**config.mk**
```make
export PLATFORM = sky130hd
export DESIGN_NAME = htr_readout
export DESIGN_NICKNAME = d
export VERILOG_FILES = /design/src/htr_pkg.sv /design/src/htr_crc_if.sv /design/src/htr_crc8.sv /design/src/htr_readout.sv
export SDC_FILE = /design/constraint.sdc
export NUM_CORES = 1
export LEC_CHECK = 0
export BUFFER_PORTS_ARGS = -buffer_cell sky130_fd_sc_hd__clkbuf_2
export CAP_MARGIN = 20
export CORE_MARGIN = 2
export CORE_UTILIZATION = 30
export DETAILED_ROUTE_END_ITERATION = 16
export PLACE_DENSITY = 0.43
export SKIP_CTS_REPAIR_TIMING = 1
export SLEW_MARGIN = 20
export SYNTH_ARGS = -nofsm -noshare
export SYNTH_HDL_FRONTEND = slang
export SYNTH_SLANG_ARGS = --single-unit
```
**constraint.sdc**
```tcl
create_clock -name clock_i -period 4.9 [get_ports clock_i]
set_input_delay 0.98 -clock clock_i [delete_from_list [all_inputs] [get_ports clock_i]]
set_output_delay 0.98 -clock clock_i [all_outputs]
set_load 0.05 [all_outputs]
```
**src/htr_pkg.sv**
```systemverilog
package htr_pkg;

  // ---------------------------------------------------------------
  // Bus addressing and command bytes
  // ---------------------------------------------------------------
  localparam logic [6:0] TARGET_ADDR = 7'h38;
  localparam logic [7:0] CMD_STATUS = 8'h71;
  localparam logic [7:0] CMD_TRIGGER = 8'hac;
  localparam logic [7:0] TRIG_PARAM1 = 8'h33;
  localparam logic [7:0] TRIG_PARAM2 = 8'h00;

  // ---------------------------------------------------------------
  // Status byte layout and read frame
  // ---------------------------------------------------------------
  localparam int STAT_BUSY_BIT = 7;
  localparam int STAT_CAL_BIT = 3;
  localparam int RAW_W = 20;
  localparam logic [2:0] CRC_BYTE_IDX = 3'h6;
  localparam logic [2:0] LAST_BYTE_IDX = 3'h7;
  localparam logic [7:0] IDLE_FILL = 8'hff;
  localparam logic [3:0] BITS_PER_BYTE = 4'h8;

  // ---------------------------------------------------------------
  // Check byte
  // ---------------------------------------------------------------
  localparam logic [7:0] CRC_POLY = 8'h31;
  localparam logic [7:0] CRC_INIT = 8'hff;

  // ---------------------------------------------------------------
  // Timing
  // ---------------------------------------------------------------
  localparam int CLK_PERIOD_NS = 4;
  localparam int POR_TIME_MS = 100;
  // Longest settling time, so the count rounds down
  localparam int POR_CYCLES = POR_TIME_MS * 1000000 / CLK_PERIOD_NS;

  // ---------------------------------------------------------------
  // Target state machine
  // ---------------------------------------------------------------
  typedef enum logic [2:0] {
    ST_IDLE,
    ST_RX,
    ST_RX_ACK,
    ST_TX,
    ST_TX_ACK
  } htr_state_e;

endpackage

```
**src/htr_crc_if.sv**
```systemverilog
`timescale 1ns/10ps
interface htr_crc_if;
  logic clear;
  logic step;
  logic [7:0] data;
  logic [7:0] crc;

  // Engine side folds bytes in, user side feeds them
  modport eng (input clear, input step, input data, output crc);
  modport user (output clear, output step, output data, input crc);
endinterface

```
**src/htr_crc8.sv**
```systemverilog
`timescale 1ns/10ps
module htr_crc8
  import htr_pkg::*;
(
  // Clock and reset
  input wire logic clock_i,
  input wire logic srst_i,
  // Byte feed and result
  htr_crc_if.eng crc_if
);

  logic [7:0] crc_reg;
  logic [7:0] crc_next;

  // ---------------------------------------------------------------
  // Whole byte per cycle, MSB first
  // ---------------------------------------------------------------
  always_comb begin
    crc_next = crc_reg ^ crc_if.data;
    for (int i = 0; i < 8; i++) begin
      if (crc_next[7]) begin
        crc_next = {crc_next[6:0], 1'b0} ^ CRC_POLY; // [RULE12] [RULE20]
      end else begin
        crc_next = {crc_next[6:0], 1'b0};
      end
    end
  end

  // Clear takes priority, a new frame always restarts from all ones
  always_ff @(posedge clock_i) begin
    if (srst_i || crc_if.clear) begin
      crc_reg <= CRC_INIT; // [RULE12]
    end else if (crc_if.step) begin
      crc_reg <= crc_next;
    end
  end

  assign crc_if.crc = crc_reg;

endmodule

```
**src/htr_readout.sv**
```systemverilog
`timescale 1ns/10ps
// How it works
// RULE1: Ready for commands within 100 ms settling.
// RULE2: Host opens each transfer with start.
// RULE3: Host closes each transfer with stop.
// RULE4: First byte: address 0x38 plus direction.
// RULE5: Acknowledge received byte after eighth falling edge.
// RULE6: Status bit 7 shows measurement busy.
// RULE7: Host fetches status with 0x71 first.
// RULE8: Host initialises if status lacks 0x18.
// RULE9: Trigger is 0xAC, then 0x33, 0x00.
// RULE10: Host waits 80 ms, polls busy, reads.
// RULE11: CRC byte follows six data bytes.
// RULE12: CRC-8, polynomial 0x31, start value 0xFF.
// RULE13: Host scales humidity by 100 over 2^20.
// RULE14: Host scales temperature 200 over 2^20, minus 50.
// RULE15: Host checks calibration only after power-on.
// RULE16: Status bit 3 shows calibrated; others reserved.
// RULE17: Data sampled on rise, changed after fall.
// RULE18: Interface static, no minimum clock rate.
// RULE19: Status, humidity, temperature, twenty bits, MSB first.
// RULE20: CRC over six bytes, MSB first, in order.
module htr_readout
  import htr_pkg::*;
#(
  parameter int unsigned POR_CYCLES_P = POR_CYCLES
) (
  // Clock and reset
  input wire logic clock_i,
  input wire logic srst_i,
  // Serial clock pin, never driven by this end
  input wire logic scl_i,
  output logic scl_o,
  output logic scl_oe_o,
  // Serial data pin, open drain
  input wire logic sda_i,
  output logic sda_o,
  output logic sda_oe_o,
  // Status
  output logic ready_o,
  output logic busy_o,
  input wire logic cal_ok_i,
  // Measurement engine
  output logic meas_req_o,
  input wire logic meas_valid_i,
  input wire logic [RAW_W-1:0] hum_i,
  input wire logic [RAW_W-1:0] temp_i
);

  localparam int POR_W = $clog2(POR_CYCLES_P + 1);

  logic [2:0] scl_sync_reg;
  logic [2:0] sda_sync_reg;
  logic scl_reg;
  logic sda_reg;
  logic scl_prev_reg;
  logic sda_prev_reg;
  logic scl_rise;
  logic scl_fall;
  logic start_det;
  logic stop_det;
  logic [POR_W-1:0] por_cnt_reg;
  logic ready_reg;
  htr_state_e state_reg;
  logic [3:0] bit_cnt_reg;
  logic [7:0] shift_reg;
  logic addr_phase_reg;
  logic is_read_reg;
  logic nack_reg;
  logic [2:0] byte_idx_reg;
  logic sda_oe_reg;
  logic load_now;
  logic wr_byte_done;
  logic [7:0] tx_byte;
  logic [1:0] trig_stage_reg;
  logic busy_reg;
  logic meas_req_reg;
  logic [RAW_W-1:0] raw_humidity_value_reg;
  logic [RAW_W-1:0] raw_temp_reg;
  logic [7:0] status_byte;
  htr_crc_if crc_bus ();

  // ---------------------------------------------------------------
  // Pin synchronisers
  // ---------------------------------------------------------------
  // A change counts only once the second and third stages agree,
  // which also rejects single-sample glitches on the pins.
  always_ff @(posedge clock_i) begin
    if (srst_i) begin
      scl_sync_reg <= 3'h7;
      sda_sync_reg <= 3'h7;
      scl_reg <= 1'b1;
      sda_reg <= 1'b1;
      scl_prev_reg <= 1'b1;
      sda_prev_reg <= 1'b1;
    end else begin
      scl_sync_reg <= {scl_sync_reg[1:0], scl_i};
      sda_sync_reg <= {sda_sync_reg[1:0], sda_i};
      if (scl_sync_reg[1] == scl_sync_reg[2]) begin
        scl_reg <= scl_sync_reg[2];
      end
      if (sda_sync_reg[1] == sda_sync_reg[2]) begin
        sda_reg <= sda_sync_reg[2];
      end
      scl_prev_reg <= scl_reg;
      sda_prev_reg <= sda_reg;
    end
  end

  // Edges and bus conditions; nothing times out, so a host may stall
  // the clock for as long as it likes
  assign scl_rise = scl_reg & ~scl_prev_reg; // [RULE18]
  assign scl_fall = ~scl_reg & scl_prev_reg; // [RULE17]
  assign start_det = ready_reg & scl_reg & scl_prev_reg &
                     sda_prev_reg & ~sda_reg; // [RULE2]
  assign stop_det = scl_reg & scl_prev_reg &
                    ~sda_prev_reg & sda_reg; // [RULE3]

  // ---------------------------------------------------------------
  // Power-on settling
  // ---------------------------------------------------------------
  // Bus traffic is ignored until the count runs out.
  always_ff @(posedge clock_i) begin
    if (srst_i) begin
      por_cnt_reg <= '0;
      ready_reg <= 1'b0;
    end else if (!ready_reg) begin
      if (por_cnt_reg == POR_W'(POR_CYCLES_P - 1)) begin
        ready_reg <= 1'b1; // [RULE1]
      end
      por_cnt_reg <= por_cnt_reg + POR_W'(1);
    end
  end

  // ---------------------------------------------------------------
  // Read frame contents
  // ---------------------------------------------------------------
  // Reserved status bits read as zero
  always_comb begin
    status_byte = 8'h00;
    status_byte[STAT_BUSY_BIT] = busy_reg; // [RULE6]
    status_byte[STAT_CAL_BIT] = cal_ok_i; // [RULE16]
  end

  // Byte order on a read; past the check byte the bus reads idle
  always_comb begin
    case (byte_idx_reg)
      3'h0: tx_byte = status_byte; // [RULE19]
      3'h1: tx_byte = raw_humidity_value_reg[19:12];
      3'h2: tx_byte = raw_humidity_value_reg[11:4];
      3'h3: tx_byte = {raw_humidity_value_reg[3:0], raw_temp_reg[19:16]};
      3'h4: tx_byte = raw_temp_reg[15:8];
      3'h5: tx_byte = raw_temp_reg[7:0];
      3'h6: tx_byte = crc_bus.crc; // [RULE11]
      default: tx_byte = IDLE_FILL;
    endcase
  end

  // A byte is loaded on the fall that ends an ack slot
  assign load_now = scl_fall &&
                    ((state_reg == ST_RX_ACK && is_read_reg) ||
                     (state_reg == ST_TX_ACK && !nack_reg));
  assign wr_byte_done = scl_fall && state_reg == ST_RX &&
                        bit_cnt_reg == BITS_PER_BYTE && !addr_phase_reg;

  // Check byte covers exactly what went out on the wire
  assign crc_bus.clear = start_det;
  assign crc_bus.step = load_now && byte_idx_reg < CRC_BYTE_IDX; // [RULE20]
  assign crc_bus.data = tx_byte;

  htr_crc8 u_crc (
    .clock_i(clock_i),
    .srst_i(srst_i),
    .crc_if(crc_bus)
  );

  // ---------------------------------------------------------------
  // Target state machine
  // ---------------------------------------------------------------
  // Start restarts from any state (repeated start); stop always idles.
  always_ff @(posedge clock_i) begin
    if (srst_i) begin
      state_reg <= ST_IDLE;
      bit_cnt_reg <= 4'h0;
      shift_reg <= 8'h00;
      addr_phase_reg <= 1'b0;
      is_read_reg <= 1'b0;
      nack_reg <= 1'b0;
      byte_idx_reg <= 3'h0;
      sda_oe_reg <= 1'b0;
    end else if (start_det) begin
      state_reg <= ST_RX;
      bit_cnt_reg <= 4'h0;
      addr_phase_reg <= 1'b1;
      sda_oe_reg <= 1'b0;
    end else if (stop_det) begin
      state_reg <= ST_IDLE;
      sda_oe_reg <= 1'b0;
    end else begin
      case (state_reg)
        ST_RX: begin
          if (scl_rise) begin
            shift_reg <= {shift_reg[6:0], sda_reg}; // [RULE17]
            bit_cnt_reg <= bit_cnt_reg + 4'h1;
          end else if (scl_fall && bit_cnt_reg == BITS_PER_BYTE) begin
            if (!addr_phase_reg) begin
              sda_oe_reg <= 1'b1; // [RULE5]
              state_reg <= ST_RX_ACK;
              if (byte_idx_reg != LAST_BYTE_IDX) begin
                byte_idx_reg <= byte_idx_reg + 3'h1;
              end
            end else if (shift_reg[7:1] == TARGET_ADDR) begin // [RULE4]
              sda_oe_reg <= 1'b1; // [RULE5]
              is_read_reg <= shift_reg[0];
              byte_idx_reg <= 3'h0;
              state_reg <= ST_RX_ACK;
            end else begin
              state_reg <= ST_IDLE; // Not ours, stay off the bus
            end
          end
        end
        ST_RX_ACK: begin
          if (scl_fall) begin
            addr_phase_reg <= 1'b0;
            bit_cnt_reg <= 4'h1;
            if (is_read_reg) begin
              // Status goes out now, so the next load is byte one
              byte_idx_reg <= byte_idx_reg + 3'h1; // [RULE19]
              sda_oe_reg <= ~tx_byte[7];
              shift_reg <= {tx_byte[6:0], 1'b1};
              state_reg <= ST_TX;
            end else begin
              sda_oe_reg <= 1'b0;
              bit_cnt_reg <= 4'h0;
              state_reg <= ST_RX;
            end
          end
        end
        ST_TX: begin
          // Data changes only after a falling edge
          if (scl_fall) begin
            if (bit_cnt_reg == BITS_PER_BYTE) begin
              sda_oe_reg <= 1'b0;
              state_reg <= ST_TX_ACK;
            end else begin
              sda_oe_reg <= ~shift_reg[7];
              shift_reg <= {shift_reg[6:0], 1'b1};
              bit_cnt_reg <= bit_cnt_reg + 4'h1;
            end
          end
        end
        ST_TX_ACK: begin
          if (scl_rise) begin
            nack_reg <= sda_reg;
          end else if (scl_fall) begin
            if (nack_reg) begin
              state_reg <= ST_IDLE; // [RULE11]
            end else begin
              sda_oe_reg <= ~tx_byte[7];
              shift_reg <= {tx_byte[6:0], 1'b1};
              bit_cnt_reg <= 4'h1;
              state_reg <= ST_TX;
            end
            if (byte_idx_reg != LAST_BYTE_IDX) begin
              byte_idx_reg <= byte_idx_reg + 3'h1;
            end
          end
        end
        default: begin
          sda_oe_reg <= 1'b0;
        end
      endcase
    end
  end

  // ---------------------------------------------------------------
  // Trigger command decode
  // ---------------------------------------------------------------
  // Write data bytes are numbered from 0; byte_idx_reg still holds
  // the number of the byte just received when it completes.
  always_ff @(posedge clock_i) begin
    if (srst_i || start_det) begin
      trig_stage_reg <= 2'h0;
    end else if (wr_byte_done) begin
      case (byte_idx_reg)
        3'h0: trig_stage_reg <= {1'b0, shift_reg == CMD_TRIGGER};
        3'h1: trig_stage_reg <= (trig_stage_reg == 2'h1 &&
                                 shift_reg == TRIG_PARAM1) ? 2'h2 : 2'h0;
        default: trig_stage_reg <= 2'h0;
      endcase
    end
  end

  // Busy from a full trigger sequence until the engine returns data;
  // a new trigger in the same cycle as a result keeps busy set.
  always_ff @(posedge clock_i) begin
    if (srst_i) begin
      busy_reg <= 1'b0;
      meas_req_reg <= 1'b0;
    end else begin
      meas_req_reg <= 1'b0;
      if (wr_byte_done && byte_idx_reg == 3'h2 &&
          trig_stage_reg == 2'h2 && shift_reg == TRIG_PARAM2) begin
        busy_reg <= 1'b1; // [RULE6] [RULE9]
        meas_req_reg <= 1'b1;
      end else if (meas_valid_i) begin
        busy_reg <= 1'b0; // [RULE6]
      end
    end
  end

  // Results held until the next measurement completes
  always_ff @(posedge clock_i) begin
    if (srst_i) begin
      raw_humidity_value_reg <= '0;
      raw_temp_reg <= '0;
    end else if (meas_valid_i) begin
      raw_humidity_value_reg <= hum_i; // [RULE19]
      raw_temp_reg <= temp_i;
    end
  end

  // ---------------------------------------------------------------
  // Outputs
  // ---------------------------------------------------------------
  // Clock line is left to the pull-up, so it stays high while settling
  assign scl_o = 1'b0;
  assign scl_oe_o = 1'b0; // [RULE1]
  assign sda_o = 1'b0;
  assign sda_oe_o = sda_oe_reg;
  assign ready_o = ready_reg;
  assign busy_o = busy_reg;
  assign meas_req_o = meas_req_reg;

endmodule

```
; ---- After elaboration in Yosys (flattened, before gate mapping)
; Cells that the tools add are included.
[word_totals]
ff_bits = 110
inputBits = 46
output_inout_bits = 7
wordCells = 203
[classes]
addsub = 3
magnitude_cmp = 1
eq_ne = 40
muxes = 74
bitwise_logic = 27
reduce_logical = 35
[ops]
columns = cell, n
row1 = 8-bit two-way mux, 8
row2 = 8-bit case mux with 7 select lines, 1
row3 = 3-bit two-way mux, 16
row4 = 6-bit two-way mux, 8
row5 = 8-bit case mux with 4 select lines, 1
row6 = 4-bit two-way mux, 7
row7 = 25-bit by 1-bit adder with 25-bit output (second input constant), 1
row8 = 25-bit equality test (second input constant), 1
row9 = 4-bit by 3-bit inequality test with 1-bit output (second input constant), 6
row10 = 3-bit NOT, 8
row11 = 8-bit AND reduction, 3
row12 = 1-bit two-way mux, 23
row13 = 2-bit inequality test (second input constant), 10
row14 = 4-bit case mux with 4 select lines, 1
row15 = 3-bit by 2-bit equality test with 1-bit output (second input constant), 4
row16 = 3-bit equality test (second input constant), 4
row17 = 1-bit logical AND, 12
row18 = 3-bit case mux with 4 select lines, 1
row19 = 11-bit AND reduction, 1
row20 = 2-bit two-way mux, 5
row21 = 10-bit AND reduction, 1
row22 = 1-bit AND, 9
row23 = 1-bit NOT, 9
row24 = 3-bit case mux with 3 select lines, 1
row25 = 32 further kinds, 39

; ---- Longest topological paths before layout
[logic_depth]
word_depth = 19
depth_mapped = 12
depth_no_buf = 10

; ---- Modules after synthesis
; A second synthesis with hierarchy kept.
[unflattened]
cells_unflattened = 599
hier_area_um2 = 5507.8
[modules_own_cells]
columns = mod, n_inst, cells_per_inst, area_each_um2, seq_area_each_um2
row1 = htr_readout, 1, 544, 4917.2, 2042.0
row2 = htr_crc8, 1, 55, 590.6, 160.2

; ---- Worst setup path before layout
; OpenSTA, ideal clock, no wires.
[synth_path]
path_type = register -> register
startpoint = register byte_idx_reg[1]
endpoint = register u_crc.crc_reg[6] (netlist: u_crc.crc_if.crc[6])
setup_time_ns = 0.133
arrival_ns = 2.523
required_time_ns = 4.767
path_slack_ns = 2.244
path_stages_with_launch = 11
path_buffers = 1
synth_period_minus_slack_ns = 2.656
cell_sequence = dfxtp_1 ha_1 ha_1 clkbuf_1 nor4_4 a2111oi_0 mux2_2 xnor3_1 xnor2_1 nor3_1 a21oi_1
[synth_via]
elab_chain_cells = 11
elab_cells_between_ends = 24
cone_classes = order compare: 1 / eq/ne: 6 / mux: 8 / bitwise: 7 / reduce/logical: 2
[synth_rtl]
columns = element, line_no
row1 = start: declaration, htr_readout.sv:70  ; logic [2:0] byte_idx_reg;
row2 = start signal: assignment, htr_readout.sv:210  ; byte_idx_reg <= byte_idx_reg + 3'h1;
row3 = start signal: assignment, htr_readout.sv:228  ; byte_idx_reg <= byte_idx_reg + 3'h1;
row4 = start signal: assignment, htr_readout.sv:265  ; byte_idx_reg <= byte_idx_reg + 3'h1;
row5 = 3-bit equality test (tied with other cells), htr_readout.sv:147  ; case (byte_idx_reg)
row6 = 8-bit case mux with 7 select lines, htr_readout.sv:147
row7 = 8-bit bitwise XOR, htr_crc8.sv:19  ; crc_next = crc_reg ^ crc_if.data;
row8 = 6-bit two-way mux, htr_crc8.sv:21  ; if (crc_next[7]) begin
row9 = 6-bit two-way mux or 3-bit NOT (tied branches), n/a
row10 = 6-bit two-way mux, htr_crc8.sv:21
row11 = 6-bit two-way mux or 3-bit NOT (tied branches), n/a
row12 = 3-bit NOT (no source line) or 6-bit two-way mux (tied branches), n/a
row13 = 6-bit two-way mux, htr_crc8.sv:21
row14 = 3-bit NOT (no source line), n/a
row15 = 6-bit two-way mux, htr_crc8.sv:21
row16 = end signal: assignment, htr_crc8.sv:34  ; crc_reg <= crc_next;
row17 = end: declaration, htr_crc8.sv:12  ; logic [7:0] crc_reg;
; Parallel ways exist; a longest one is shown, timed or not.
; A chain may end at the register's enable or synchronous reset.

; ---- Worst setup path after layout
[layout_path]
startpoint = register byte_idx_reg[1]
endpoint = register u_crc.crc_reg[0] (netlist: u_crc.crc_if.crc[0])
[layout_via]
elab_chain_cells = 11
elab_cells_between_ends = 21
cone_classes = order compare: 1 / eq/ne: 6 / mux: 7 / bitwise: 5 / reduce/logical: 2
[layout_rtl]
columns = element, line_no
row1 = 3-bit equality test (tied with other cells), htr_readout.sv:147
row2 = 8-bit case mux with 7 select lines, htr_readout.sv:147
row3 = 8-bit bitwise XOR, htr_crc8.sv:19
row4 = 6-bit two-way mux (3 in a row), htr_crc8.sv:21
row5 = 3-bit NOT (no source line), n/a
row6 = 6-bit two-way mux, htr_crc8.sv:21
row7 = 3-bit NOT (no source line), n/a
row8 = 6-bit two-way mux (2 in a row), htr_crc8.sv:21
; Parallel ways exist; a longest one is shown, timed or not.

==> flow_summary.ini <==
[route]
first_iter_violations = 287
drtAntennaViolNets = 0
wl_per_cell_um = 15.3
first_pass_iters = 4
dr_total_vias = 4301
drc = 0
totalWireLength_um = 13200
via_per_inst = 5.00

[timing]
slew_headroom = 0.487
finalMaxSlewViolations = 0
fin_setup_tns_ns = 0
period_share = 0.657
tightestPinTransition_ns = 0.769
finalSetupViolCount = 0
rsz0062_at_grt = false
fmax_mhz = 311
clock-skew-final_ns = 0.00715
hold_viol_final = 0
finalCriticalPeriod_ns = 3.22

[placement]
io_buffers = 49
place_area_um2 = 5700
dp_hpwl_um = 9660
place_congestion = 0.842

[power_and_ir_drop]
p_per_area_nw_per_um2 = 285
ir_worst_vdd_mv = 0.177
p_leak_uw = 0.00235

[clocking]
clockRootBuffer = clkbuf_16
clk_latency_ns = 0.35
numCtsBuffers = 9
path_clk_slew_ns = 0.07
cts_tree = yes
cts.sinks = 110
htree_levels = 3
clock_path_buffers = 2

[final_layout]
largest_reg_flops = 25
area_growth_pct = 12.6
postLayoutCellArea_um2 = 5960
drive_gt1_frac = 0.134
antenna_cells = 0
fin_nets = 690

[run]
cap_violations = 0

[setup_path]
cp_max_fo = 16
cp.arrival_ns = 3.45
crit_type = reg2reg
r2r_slack_ns = 1.68
worst_setup_path_start_kind = register
cp-end-kind = register
cp.required_ns = 5.13

[die]
initial_core_util = 0.306
die_y_um = 137
die_width_um = 137
dieArea_um2 = 18700
rows = 48
num_io_pins = 53
core_um2 = 17300

[synthesis]
synth-seq-cells = 110
synth-edff-count = 0
syn_avg_cell_area_um2 = 8.78
syn_area_um2 = 5300
synthArstFlopShare = 0
ys.flop_type = dfxtp_1
synth.distinct_cells = 65
synthTopCellsByArea = dfxtp_1 42%, mux2i_1 9.1%, nor2_1 6.7%, xor2_1 3.0%, a21oi_1 2.9%
syn-instance-count = 603
yosysSeqAreaShare = 0.416
synth_top_area_cell = dfxtp_1
yosys_warnings = 0
netlist.area_leader.share = 0.416

[grt]
grt_max_degree = 54
grt_pass1_vias = 4282
grt_usage = 0.149
antenna_found_initial = 0
overflow = 0
grt_pass1_wl_um = 21800

[run_status]
status = complete, no violations

[hold_path]
hp-class = reg2reg
## worst max-delay path: stages, from the launching register on
cell	delay, ns
dfxtp_1	0.40
inv_1	0.10
ha_1	0.42
a221oi_1	0.41
a21oi_1	0.10
nor4_2	0.44
xnor2_1	0.24
xnor3_1	0.52
xor2_2	0.24
xnor2_1	0.15
o21ai_1	0.07
## routing by layer
layer  GRT usage  vias up  share of wire
met5           0        -              0
met4      0.0567        0          0.022
li1            -     2172              -
met3      0.0389       18          0.039
met1       0.188     2042           0.46
met2       0.244       69           0.48
## cell type report
class	count	area, um2
Timing Repair Buffer	53	275
Clock buffer	10	239
Tap cell	225	282
Inverter	10	37.5
Fill cell	1827	11300
Sequential cell	110	2200
Multi-Input combinational cell	450	2910
Clock inverter	3	21.3
## report_power, final
part | internal, uW | switching [uW]
Combinational | 44.4 | 51.3
Sequential | 918 | 17.0
Clock | 351 | 319
Total | 1310 | 387
## through the flow
step	total power (uW)	worst slack, ns	std cells	utilization	hold WS, ns
after floorplan	1020	2.24	605	-	0.389
after global placement	1050	1.83	848	0.330	0.392
after detailed placement	1050	1.67	848	0.330	0.396
after CTS	1730	1.66	861	0.345	0.413
after global routing	1790	1.39	861	0.345	0.424
final	1700	1.68	861	0.345	0.413
## cells in the final DEF, fill, tap and decap left out, types with 7 or more instances in the layout
cell	netlist	layout
a21oi_1	31	31
a22oi_1	10	10
clkbuf_16	0	9
clkbuf_2	0	48
dfxtp_1	110	110
ha_1	10	10
inv_1	10	10
mux2i_1	48	48
nand2_1	39	39
nand2b_1	10	10
nand3_1	21	21
nor2_1	94	94
nor2b_1	13	13
nor3_1	15	15
nor4_1	7	7
o21ai_0	14	14
o21ai_1	9	9
or2_2	8	8
or3_1	7	7
xnor2_1	15	15
xor2_1	18	18
## path summary, 6_finish.rpt
path,cells after the start,endpoint,start
worst max-delay path,10,u_crc.crc_if.crc[0]$_SDFFE_PP1P_,byte_idx_reg[1]$_SDFFE_PP0P_
worst min-delay path,1,sda_sync_reg[1]$_SDFF_PP1_,sda_sync_reg[0]$_SDFF_PP1_
worst max register to register,10,u_crc.crc_if.crc[0]$_SDFFE_PP1P_,byte_idx_reg[1]$_SDFFE_PP0P_
worst min register to register,1,sda_sync_reg[1]$_SDFF_PP1_,sda_sync_reg[0]$_SDFF_PP1_
## synth_stat cells (2+ instances only)
library cell	n
xor2_1	18
or2_2	8
xnor2_1	15
a22oi_1	10
nand4_1	6
o21ai_0	14
or4_1	3
nor3_1	15
a221oi_1	4
nand3b_1	2
nor2b_1	13
mux2i_1	48
a211oi_1	2
a211o_1	4
or3_1	7
buf_1	4
a31oi_1	3
nand3_1	21
buf_2	7
o31ai_1	2
buf_4	3
and2_1	2
nor2_1	94
and4_1	3
inv_1	10
nor4_1	7
nand2_1	39
ha_1	10
mux2_2	4
dfxtp_1	110
nand2b_1	10
a32o_1	2
o21ai_1	9
xnor3_1	2
mux2_1	2
clkbuf_1	20
and3_1	4
a311o_1	3
o211ai_1	6
o21bai_1	2
a21oi_1	31
## cell families (layout without fill, tap and decap cells)
logic type                 Yosys count  after routing  share of synthesized area
AOI/OAI and AO/OA                  102            102                      0.125
xor gates and xnor gates            36             36                     0.0661
adders and majority gates           10             10                     0.0236
buffers and inverters               45             76                     0.0371
DFF                                110            110                      0.416
muxes                               54             54                      0.103
other                                1              3                   0.000708
and+or+nand+nor                    245            245                      0.228
Power figures use the tool's default switching activity.
